<file path="src/tvm_cfg.svh">
// Register indices, field positions and reset values of the monitor block
`ifndef TVM_CFG_SVH
`define TVM_CFG_SVH
`define TVM_IDX_TEMP      6'h10
`define TVM_IDX_SUPPLY    6'h11
`define TVM_IDX_PERIODIC  6'h12
`define TVM_IDX_RATE_HI   6'h14
`define TVM_IDX_RATE_LO   6'h15
`define TVM_ADDR_W        8
`define TVM_RATE_W        16
`define TVM_CNT_W         17
`define TVM_B_FLAG        0
`define TVM_B_IE          1
`define TVM_B_STATUS      2
`define TVM_B_SENS_EN     3
`define TVM_B_ROUTE       5
`define TVM_B_FEAT_EN     2
`define TVM_B_OUT_EN      3
`define TVM_B_WAVE_SEL    4
`define TVM_B_CLK_SEL     7
`define TVM_RATE_RST      16'h0000
`endif

</file>
<file path="src/tvm_pkg.sv">
// Types shared by the temperature, supply and periodic timer block
package tvm_pkg;
	typedef struct packed {
		logic        psel;
		logic        penable;
		logic        pwrite;
		logic [7:0]  paddr;
		logic [31:0] pwdata;
	} tvm_apb_req_t;

	typedef struct packed {
		logic [31:0] prdata;
		logic        pready;
		logic        pslverr;
	} tvm_apb_rsp_t;

	typedef struct packed {
		tvm_apb_rsp_t rsp;
		logic         analog_route_select;
		logic         temp_sensor_enable;
		logic         temp_irq_enable;
		logic         temp_change_flag;
		logic         supply_irq_enable;
		logic         supply_change_flag;
		logic         periodic_clock_select;
		logic         periodic_wave_select;
		logic         periodic_output_enable;
		logic         periodic_feature_enable;
		logic         periodic_irq_enable;
		logic         periodic_timeout_flag;
		logic [15:0]  periodic_rate;
		logic [16:0]  cnt;
		logic         aclk_prev;
		logic         aclk_half;
		logic [1:0]   temp_sync;
		logic [1:0]   supply_sync;
		logic         temp_over_status;
		logic         supply_low_status;
		logic         primed;
		logic         square;
		logic         pulse;
		logic         wave_pin;
		logic         wave_oe;
		logic         temp_irq;
		logic         supply_irq;
		logic         periodic_irq;
	} tvm_state_t;
endpackage

</file>
<file path="src/tvm_api_ctrl.sv">
// Temperature, low-voltage and periodic timer control registers on APB
//
// The APB interface to the registers was chosen for this implementation.
`timescale 1ns/100ps
`include "tvm_cfg.svh"

// Behaviour
// - Route bit 5 selects bandgap (1) or temperature voltage (0) on the mux
// - Bit 3 enables the temperature sensor and bandgap amplifier
// - Bit 2 reads the over-temperature status; writes to it ignored
// - Temperature flag sets on any status change; cleared by writing 1
// - Temperature interrupt requested while flag and its enable are set
// - Supply register bit 2 reads the low-supply status; writes ignored
// - Supply flag sets on any status change; cleared by writing 1
// - Supply interrupt requested while flag and its enable are set
// - Clock select bit 7 writable only while feature off and not being set
// - Wave select 0 gives a one-tick high pulse at each period end
// - Wave select 1 gives a square wave toggling once per period
// - Waveform reaches the pin only with output and feature enable set
// - Feature enable bit 2 starts the timer; clearing it stops it
// - Timeout flag sets each period; cleared only by writing 1
// - Periodic interrupt requested while flag and its enable are set
// - Period is 2*(rate+1) ticks of bus clock or twice the slow clock
// - Rate registers ignore writes while the feature is enabled
module tvm_api_ctrl (
	input  wire logic                 pclk,
	input  wire logic                 presetn,
	input  wire tvm_pkg::tvm_apb_req_t apb_req,
	output tvm_pkg::tvm_apb_rsp_t     apb_rsp,
	input  wire logic                 aclk_in,
	input  wire logic                 temp_over_in,
	input  wire logic                 supply_low_in,
	output logic                      analog_route_select,
	output logic                      temp_sensor_enable,
	output logic                      temp_irq,
	output logic                      supply_irq,
	output logic                      periodic_irq,
	output logic                      periodic_wave_pin,
	output logic                      periodic_wave_oe
);
	import tvm_pkg::*;

	tvm_state_t st_ff;
	tvm_state_t nxt_st;

	logic        setup;
	logic        wr;
	logic [7:0]  wd;
	logic [5:0]  idx;
	logic        mapped;
	logic [7:0]  rd;
	logic        tick;
	logic        expire;
	logic        temp_evt;
	logic        supply_evt;
	logic        feat_rise;

	assign setup  = apb_req.psel && !apb_req.penable;
	// Refused addresses, misaligned ones included, must not reach any register
	assign wr     = apb_req.psel && apb_req.penable && st_ff.rsp.pready && apb_req.pwrite &&
		mapped;
	assign wd     = apb_req.pwdata[7:0];
	assign idx    = apb_req.paddr[7:2];
	assign mapped = (apb_req.paddr[1:0] == 2'h0) &&
		((idx == `TVM_IDX_TEMP) || (idx == `TVM_IDX_SUPPLY) || (idx == `TVM_IDX_PERIODIC) ||
		 (idx == `TVM_IDX_RATE_HI) || (idx == `TVM_IDX_RATE_LO));

	// Status change seen only once the synchronisers hold settled values
	assign temp_evt   = st_ff.primed && (st_ff.temp_sync[1] != st_ff.temp_over_status);
	assign supply_evt = st_ff.primed && (st_ff.supply_sync[1] != st_ff.supply_low_status);

	// Slow clock tick every second rising edge, i.e. twice its period
	assign tick   = st_ff.periodic_clock_select ? 1'b1 :
		(aclk_in && !st_ff.aclk_prev && st_ff.aclk_half);
	assign expire = st_ff.periodic_feature_enable && tick &&
		(st_ff.cnt == {st_ff.periodic_rate, 1'b1});
	assign feat_rise = wr && (idx == `TVM_IDX_PERIODIC) && wd[`TVM_B_FEAT_EN] &&
		!st_ff.periodic_feature_enable;

	always_comb begin
		rd = 8'h00;
		unique case (idx)
			`TVM_IDX_TEMP: begin
				rd[`TVM_B_ROUTE]   = st_ff.analog_route_select;
				rd[`TVM_B_SENS_EN] = st_ff.temp_sensor_enable;
				rd[`TVM_B_STATUS]  = st_ff.temp_over_status;
				rd[`TVM_B_IE]      = st_ff.temp_irq_enable;
				rd[`TVM_B_FLAG]    = st_ff.temp_change_flag;
			end
			`TVM_IDX_SUPPLY: begin
				rd[`TVM_B_STATUS] = st_ff.supply_low_status;
				rd[`TVM_B_IE]     = st_ff.supply_irq_enable;
				rd[`TVM_B_FLAG]   = st_ff.supply_change_flag;
			end
			`TVM_IDX_PERIODIC: begin
				rd[`TVM_B_CLK_SEL]  = st_ff.periodic_clock_select;
				rd[`TVM_B_WAVE_SEL] = st_ff.periodic_wave_select;
				rd[`TVM_B_OUT_EN]   = st_ff.periodic_output_enable;
				rd[`TVM_B_FEAT_EN]  = st_ff.periodic_feature_enable;
				rd[`TVM_B_IE]       = st_ff.periodic_irq_enable;
				rd[`TVM_B_FLAG]     = st_ff.periodic_timeout_flag;
			end
			`TVM_IDX_RATE_HI: rd = st_ff.periodic_rate[15:8];
			`TVM_IDX_RATE_LO: rd = st_ff.periodic_rate[7:0];
			default: rd = 8'h00;
		endcase
	end

	always_comb begin
		nxt_st = st_ff;
		// Answer prepared in setup so pready and prdata come from flops
		nxt_st.rsp.pready  = setup;
		nxt_st.rsp.pslverr = setup && !mapped;
		nxt_st.rsp.prdata  = (setup && mapped && !apb_req.pwrite) ? {24'h000000, rd} : 32'h00000000;

		nxt_st.temp_sync   = {st_ff.temp_sync[0], temp_over_in};
		nxt_st.supply_sync = {st_ff.supply_sync[0], supply_low_in};
		nxt_st.temp_over_status  = st_ff.temp_sync[1];
		nxt_st.supply_low_status = st_ff.supply_sync[1];
		nxt_st.primed = 1'b1;
		nxt_st.aclk_prev = aclk_in;

		if (wr && idx == `TVM_IDX_TEMP) begin
			nxt_st.analog_route_select = wd[`TVM_B_ROUTE];
			nxt_st.temp_sensor_enable  = wd[`TVM_B_SENS_EN];
			nxt_st.temp_irq_enable     = wd[`TVM_B_IE];
			if (wd[`TVM_B_FLAG])
				nxt_st.temp_change_flag = 1'b0;
		end
		if (temp_evt)
			nxt_st.temp_change_flag = 1'b1;

		if (wr && idx == `TVM_IDX_SUPPLY) begin
			nxt_st.supply_irq_enable = wd[`TVM_B_IE];
			if (wd[`TVM_B_FLAG])
				nxt_st.supply_change_flag = 1'b0;
		end
		if (supply_evt)
			nxt_st.supply_change_flag = 1'b1;

		if (wr && idx == `TVM_IDX_PERIODIC) begin
			if (!st_ff.periodic_feature_enable && !wd[`TVM_B_FEAT_EN])
				nxt_st.periodic_clock_select = wd[`TVM_B_CLK_SEL];
			nxt_st.periodic_wave_select    = wd[`TVM_B_WAVE_SEL];
			nxt_st.periodic_output_enable  = wd[`TVM_B_OUT_EN];
			nxt_st.periodic_feature_enable = wd[`TVM_B_FEAT_EN];
			nxt_st.periodic_irq_enable     = wd[`TVM_B_IE];
			if (wd[`TVM_B_FLAG])
				nxt_st.periodic_timeout_flag = 1'b0;
		end
		if (wr && !st_ff.periodic_feature_enable) begin
			if (idx == `TVM_IDX_RATE_HI)
				nxt_st.periodic_rate[15:8] = wd;
			if (idx == `TVM_IDX_RATE_LO)
				nxt_st.periodic_rate[7:0] = wd;
		end

		// Timer
		if (!st_ff.periodic_feature_enable || feat_rise) begin
			nxt_st.cnt       = 17'h00000;
			nxt_st.aclk_half = 1'b0;
			nxt_st.square    = 1'b0;
			nxt_st.pulse     = 1'b0;
		end else begin
			if (aclk_in && !st_ff.aclk_prev)
				nxt_st.aclk_half = !st_ff.aclk_half;
			if (tick) begin
				nxt_st.cnt   = expire ? 17'h00000 : st_ff.cnt + 17'h00001;
				nxt_st.pulse = expire;
				if (expire)
					nxt_st.square = !st_ff.square;
			end
		end
		if (expire)
			nxt_st.periodic_timeout_flag = 1'b1;

		nxt_st.wave_oe  = st_ff.periodic_output_enable && st_ff.periodic_feature_enable;
		nxt_st.wave_pin = nxt_st.wave_oe &&
			(st_ff.periodic_wave_select ? st_ff.square : st_ff.pulse);

		nxt_st.temp_irq     = nxt_st.temp_change_flag && nxt_st.temp_irq_enable;
		nxt_st.supply_irq   = nxt_st.supply_change_flag && nxt_st.supply_irq_enable;
		nxt_st.periodic_irq = nxt_st.periodic_timeout_flag && nxt_st.periodic_irq_enable;
	end

	always_ff @(posedge pclk or negedge presetn) begin
		if (!presetn) begin
			st_ff <= '0;
			st_ff.periodic_rate <= `TVM_RATE_RST;
		end else begin
			st_ff <= nxt_st;
		end
	end

	assign apb_rsp             = st_ff.rsp;
	assign analog_route_select = st_ff.analog_route_select;
	assign temp_sensor_enable  = st_ff.temp_sensor_enable;
	assign temp_irq            = st_ff.temp_irq;
	assign supply_irq          = st_ff.supply_irq;
	assign periodic_irq        = st_ff.periodic_irq;
	assign periodic_wave_pin   = st_ff.wave_pin;
	assign periodic_wave_oe    = st_ff.wave_oe;
endmodule // tvm_api_ctrl

</file>
<file path="config.mk">
export PLATFORM = sky130hd
export DESIGN_NAME = tvm_api_ctrl
export DESIGN_NICKNAME = d
export VERILOG_FILES = /design/src/tvm_pkg.sv /design/src/tvm_api_ctrl.sv
export VERILOG_INCLUDE_DIRS = /design/src
export SDC_FILE = /design/constraint.sdc
export NUM_CORES = 1
export LEC_CHECK = 0
export CAP_MARGIN = 30
export CORE_MARGIN = 4
export CORE_UTILIZATION = 63
export CTS_CLUSTER_SIZE = 30
export DETAILED_ROUTE_END_ITERATION = 10
export DONT_BUFFER_PORTS = 1
export GPL_TIMING_DRIVEN = 1
export PLACE_DENSITY_LB_ADDON = 0.15
export REMOVE_ABC_BUFFERS = 1
export SLEW_MARGIN = 20
export SYNTH_ARGS = -nofsm -noshare
export SYNTH_HDL_FRONTEND = slang
export SYNTH_SLANG_ARGS = --single-unit
</file>
<file path="constraint.sdc">
create_clock -name pclk -period 2.6 [get_ports pclk]
set_input_delay 0.26 -clock pclk [delete_from_list [all_inputs] [get_ports pclk]]
set_output_delay 0.26 -clock pclk [all_outputs]
set_load 0.01 [all_outputs]
</file>
Word level (Yosys, flattened, before mapping). Cells that the tools add are included.

Register bits: 71. Bits of input ports: 48. Output and inout port bits: 41. Logic and storage cells: 115.

Add/subtract/negate cells: 1. Eq/ne operators: 8. Muxes and demuxes: 26. Reductions and logical operators: 48.

Operators by type and width (count): 2-to-1 mux 17 bit (3); equality test 6 x 5 -> 1 bit, second input constant (5); logical AND 1 bit (27); adder 17 x 1 -> 17 bit, second input constant (1); equality test 17 bit (1); case mux 3 bit (5 select lines) (1); 2-to-1 mux 1 bit (11); 2-to-1 mux 2 bit (5); case mux 1 bit (3 select lines) (3); zero test 1 bit (8); 2-to-1 mux 8 bit (1); AND reduction 2 bit (4); nonzero test 2 bit (3); logical OR 1 bit (5); case mux 1 bit (4 select lines) (1); zero test 2 bit (1); != test 1 bit (2); case mux 1 bit (2 select lines) (1).

Depth between registers and ports, before layout.
Depth after elaboration: 13. Mapped depth: 7.

Least setup slack after synthesis. Ideal clock, no wire load.

Path type: register -> register. Start: register st_ff[46] (netlist bit). End: register st_ff[23] (netlist bit). Setup time: 119 ps. Arrival time: 1738 ps. Path slack: 743 ps. Cell stages (with the launch flop): 7. Buffers on the path: 1. Clock period less this slack: 1857 ps. Cell sequence: dfrtp_1 > xor2_1 > or4_1 > nor4_1 > a41o_2 > buf_4 > nor2_1.

Cells in the longest elaborated chain, start to end: 5.

RTL lines: start, declared (RTL line tvm_api_ctrl.sv:43) `tvm_state_t st_ff;`; start signal, assigned (RTL line tvm_api_ctrl.sv:191) `st_ff <= nxt_st;`; equality test 17 bit (RTL line tvm_api_ctrl.sv:76) `(st_ff.cnt == {st_ff.periodic_rate, 1'b1});`; logical AND 1 bit (RTL line tvm_api_ctrl.sv:75) `assign expire = st_ff.periodic_feature_enable && tick &&`; 2-to-1 mux 17 bit (RTL line tvm_api_ctrl.sv:168) `nxt_st.cnt = expire ? 17'h00000 : st_ff.cnt + 17'h00001;`; 2-to-1 mux 17 bit (RTL line tvm_api_ctrl.sv:167) `if (tick) begin`; 2-to-1 mux 17 bit (RTL line tvm_api_ctrl.sv:159) `if (!st_ff.periodic_feature_enable || feat_rise) begin`.

No other way between the ends. The select of a mux whose other input is x is not followed. A chain may end at the register's enable or synchronous reset.

Worst setup path after layout.
Start: register st_ff[46] (netlist bit). End: register st_ff[17] (netlist bit).

The elaborated chain is that of the path after synthesis.

==> summary.md <==
| Metric | Value |
|---|---|
| Initial antenna violation count | 0 |
| Die H | 82.9 um |
| Hold crit path type | in -> reg |
| FF-to-FF path depth | 5 |
| Share of layout cells above drive strength 1 | roughly a fifth |
| Synth Area in Compound Gates | roughly 4.6% |
| Most frequent cells after synthesis | dfrtp_1, buf_4, nor2_1, mux2_2, xor2_1 |
| Minimum clock period | 2.25 ns |
| Mapped Cells | 310 |
| Cell Rows | 26 |
| Synth Area in XOR/XNOR | 8.68% |
| Final hold violation count | 0 |
| Synthesis-stage register bit count | 71 |
| Syn Area/Cell | 11.4 um^2 |
| Post-synthesis mux area share | between 10% and 20% |
| Worst-path clk slew | 0.08 ns |
| Status | complete, no violations |
| Leak Pwr | between 1.5 and 2 nW |
| Synth Flop Type | dfrtp_1 |
| Critical Path End Type | flop |
| Routed vias | 2231 |
| Pwr dens | 578 nW/um^2 |
| Largest net degree at the start of global routing | 72 |
| Total chip power | 2.16 mW |
| FF+latch area | 1780 um^2 |
| Period utilization | between 80% and 90% |
| Top post-synthesis cells by area | dfrtp_1, mux2_2, buf_4 |
| Hold path cells | 1 |
| Clk_skew | 0.0112 ns |
| First-pass GRT wire length | 11800 um |
| Port-buffer cells | 0 |
| Clock root cell | clkbuf_8 |
| Final WL | around 6900 um |
| Ys Warns | 0 |
| Post-Synth Adder-Cell Area | 0.354% |
| Slew Viols, Final | 0 |
| TritonCTS Buffers | 9 |
| Fmax | ~0.44 GHz |
| Final Net Count | 363 |
| Remaining Overflow, GRT | 0 |
| # IOs | 89 |
| FFs w/ async S/R, synth | 100% |
| ANT cells | 0 |
| Detail Placement HPWL | 4850 um |
| Crit path kind | reg -> reg |
| Top-count cell post-synth | dfrtp_1 |
| H-Tree Level Count | 3 |
| Clk buf depth | 2 |
| DR pass1 iterations | 4 |
| WP data arrival | between 2 and 2.5 ns |
| Area share of the largest cell type after synthesis | roughly half |
| Unrepaired setup endpoints after global routing | false |
| Simple-Gate Fraction of Synth Area | 15.8% |
| Maximum vdd drop | 0.423 mV |
| Post-CTS Setup Inserts | 0 |
| Final Setup Violations | 0 |
| Routed Antenna Nets | 0 |
| Post-synth top area cell | dfrtp_1 |
| Clock latency on the worst-skew pair | 0.34 ns |
| Post-synth EDFFs | 0 |
| Max-Cap Viols | 0 |
| Required @ worst endpoint | 2.83 ns |
| # DRC | 0 |
| GRT Total Usage | 21.5% |
| Netlist Area Pre-Place | around 3500 um^2 |
| Multi-input logic area | 1530 um^2 |
| CP Max Fanout | 5 |
| Drt wl/cell | 17.8 um |
| Sequential cell area fraction in the yosys report | 50.3% |
| Main combinational cell family by area after synthesis | simple AND/OR/NAND/NOR gates |
| Rel. slew slack | 56.0% |
| Fill cell count | between 300 and 400 |
| Post_cts resized | 0 |
| CTS tree | done |
| Startpoint Class | flop |
| Setup TNS | 0 ns |
| Initial DRC count | 139 |
| Die X | 82.9 um |
| Die area | between 6000 and 7000 um^2 |
| Hold Buf Count CTS | 5 |
| Measured slew at the worst slew-check pin | 0.652 ns |
| Starting Density | 67.0% |
| Netlist cell types | between 40 and 50 |
| Clk sinks | 71 |
| Core area | around 5300 um^2 |
| GPL Wtd Cong | about 0.86 |
| Area grow syn2layout | 6.03% |
| Vias in the first global route | ~2300 |
| Vias per inst | 5.74 |
[layout make-up]
cell class,count,share of cell area [%]
sequential,71,47.5
multi-input combinational,217,40.9
clock buffer,9,3.31
timing repair buffer,11,3.01
clock inverter,7,2.57
tap,70,2.34
inverter,4,0.401
[placed cells by master, fill, tap and decap left out, drive strengths merged, types with 3 or more instances in the layout]
| master | netlist | routed |
|---|---|---|
| dfrtp | 71 | 71 |
| nor2 | 35 | 35 |
| mux2 | 28 | 28 |
| conb | 2 | 25 |
| xor2 | 18 | 18 |
| xnor2 | 17 | 17 |
| nand2 | 14 | 14 |
| clkbuf | 2 | 9 |
| nand4 | 9 | 9 |
| mux2i | 8 | 8 |
| and3 | 7 | 7 |
| buf | 39 | 7 |
| and4 | 6 | 6 |
| nand3 | 6 | 6 |
| nor3 | 5 | 5 |
| inv | 4 | 5 |
| dlygate4sd3 | 0 | 4 |
| o21ai | 4 | 4 |
| clkinv | 0 | 4 |
| nor2b | 3 | 3 |
| a221oi | 3 | 3 |
[state kept, by name (all words and copies together), names as in the netlist]
name / flops
st_ff: 50
temp_sensor_enable: 1
periodic_irq: 1
periodic_wave_pin: 1
apb_rsp: 10
supply_irq: 1
periodic_wave_oe: 1
nxt_st: 4
temp_irq: 1
analog_route_select: 1
[cell families after synthesis]
logic type / Yosys count
simple gates: 99
flops: 71
buf+inv: 45
mux: 36
xor+xnor: 35
compound gates: 21
other cells: 2
fa+ha+maj: 1
[power breakdown]
group / switching, mW / internal [mW] / total [mW]
clock: 0.432 / 0.543 / 0.976
sequential: 0.00503 / 1.11 / 1.12
combinational: 0.0479 / 0.0220 / 0.0699
[through the flow]
step / worst slack [ns] / hold slack [ns] / area, um^2 / instances / utilization, %
2_1_floorplan: 0.743 / -0.0356 / 3320 / 292 / -
3_3_place_gp: 0.485 / -0.0341 / 3450 / 368 / 65.6
3_5_place_dp: 0.443 / -0.0339 / 3450 / 368 / 65.6
4_1_cts: 0.353 / 0.0486 / 3740 / 389 / 71.0
5_1_grt: 0.241 / 0.0493 / 3740 / 389 / 71.0
6_report: 0.350 / 0.0605 / 3740 / 389 / 71.0
[routing by layer]
metal / vias up / routed length [um] / track usage (%) / part of all wire [%]
met5: - / 0 / 0 / 0
met4: 0 / 57 / 7.58 / 0.82
met3: 7 / 439 / 4.46 / 6.3
met2: 70 / 3310 / 33.2 / 48
met1: 1125 / 3120 / 30.1 / 45
li1: 1029 / - / - / -
[final timing paths]
kind                             from                   to  slack [ns]
setup / recovery            st_ff[46]            st_ff[17]        0.35
hold / removal             apb_req[5]  analog_route_select        0.06
setup reg to reg            st_ff[46]            st_ff[17]        0.35
hold reg to reg            nxt_st[13]            nxt_st[9]        0.36
max in group asynchronous     presetn            st_ff[45]        1.85
min in group asynchronous     presetn           apb_rsp[7]        0.46
[worst max-delay path, cell delays in order (launching register included)]
cell	delay (ns)
dfrtp_1	0.43
xor2_1	0.18
or4_1	0.52
nor4_1	0.35
nand4_1	0.35
a32o_1	0.30
Power figures use the tool's default switching activity.
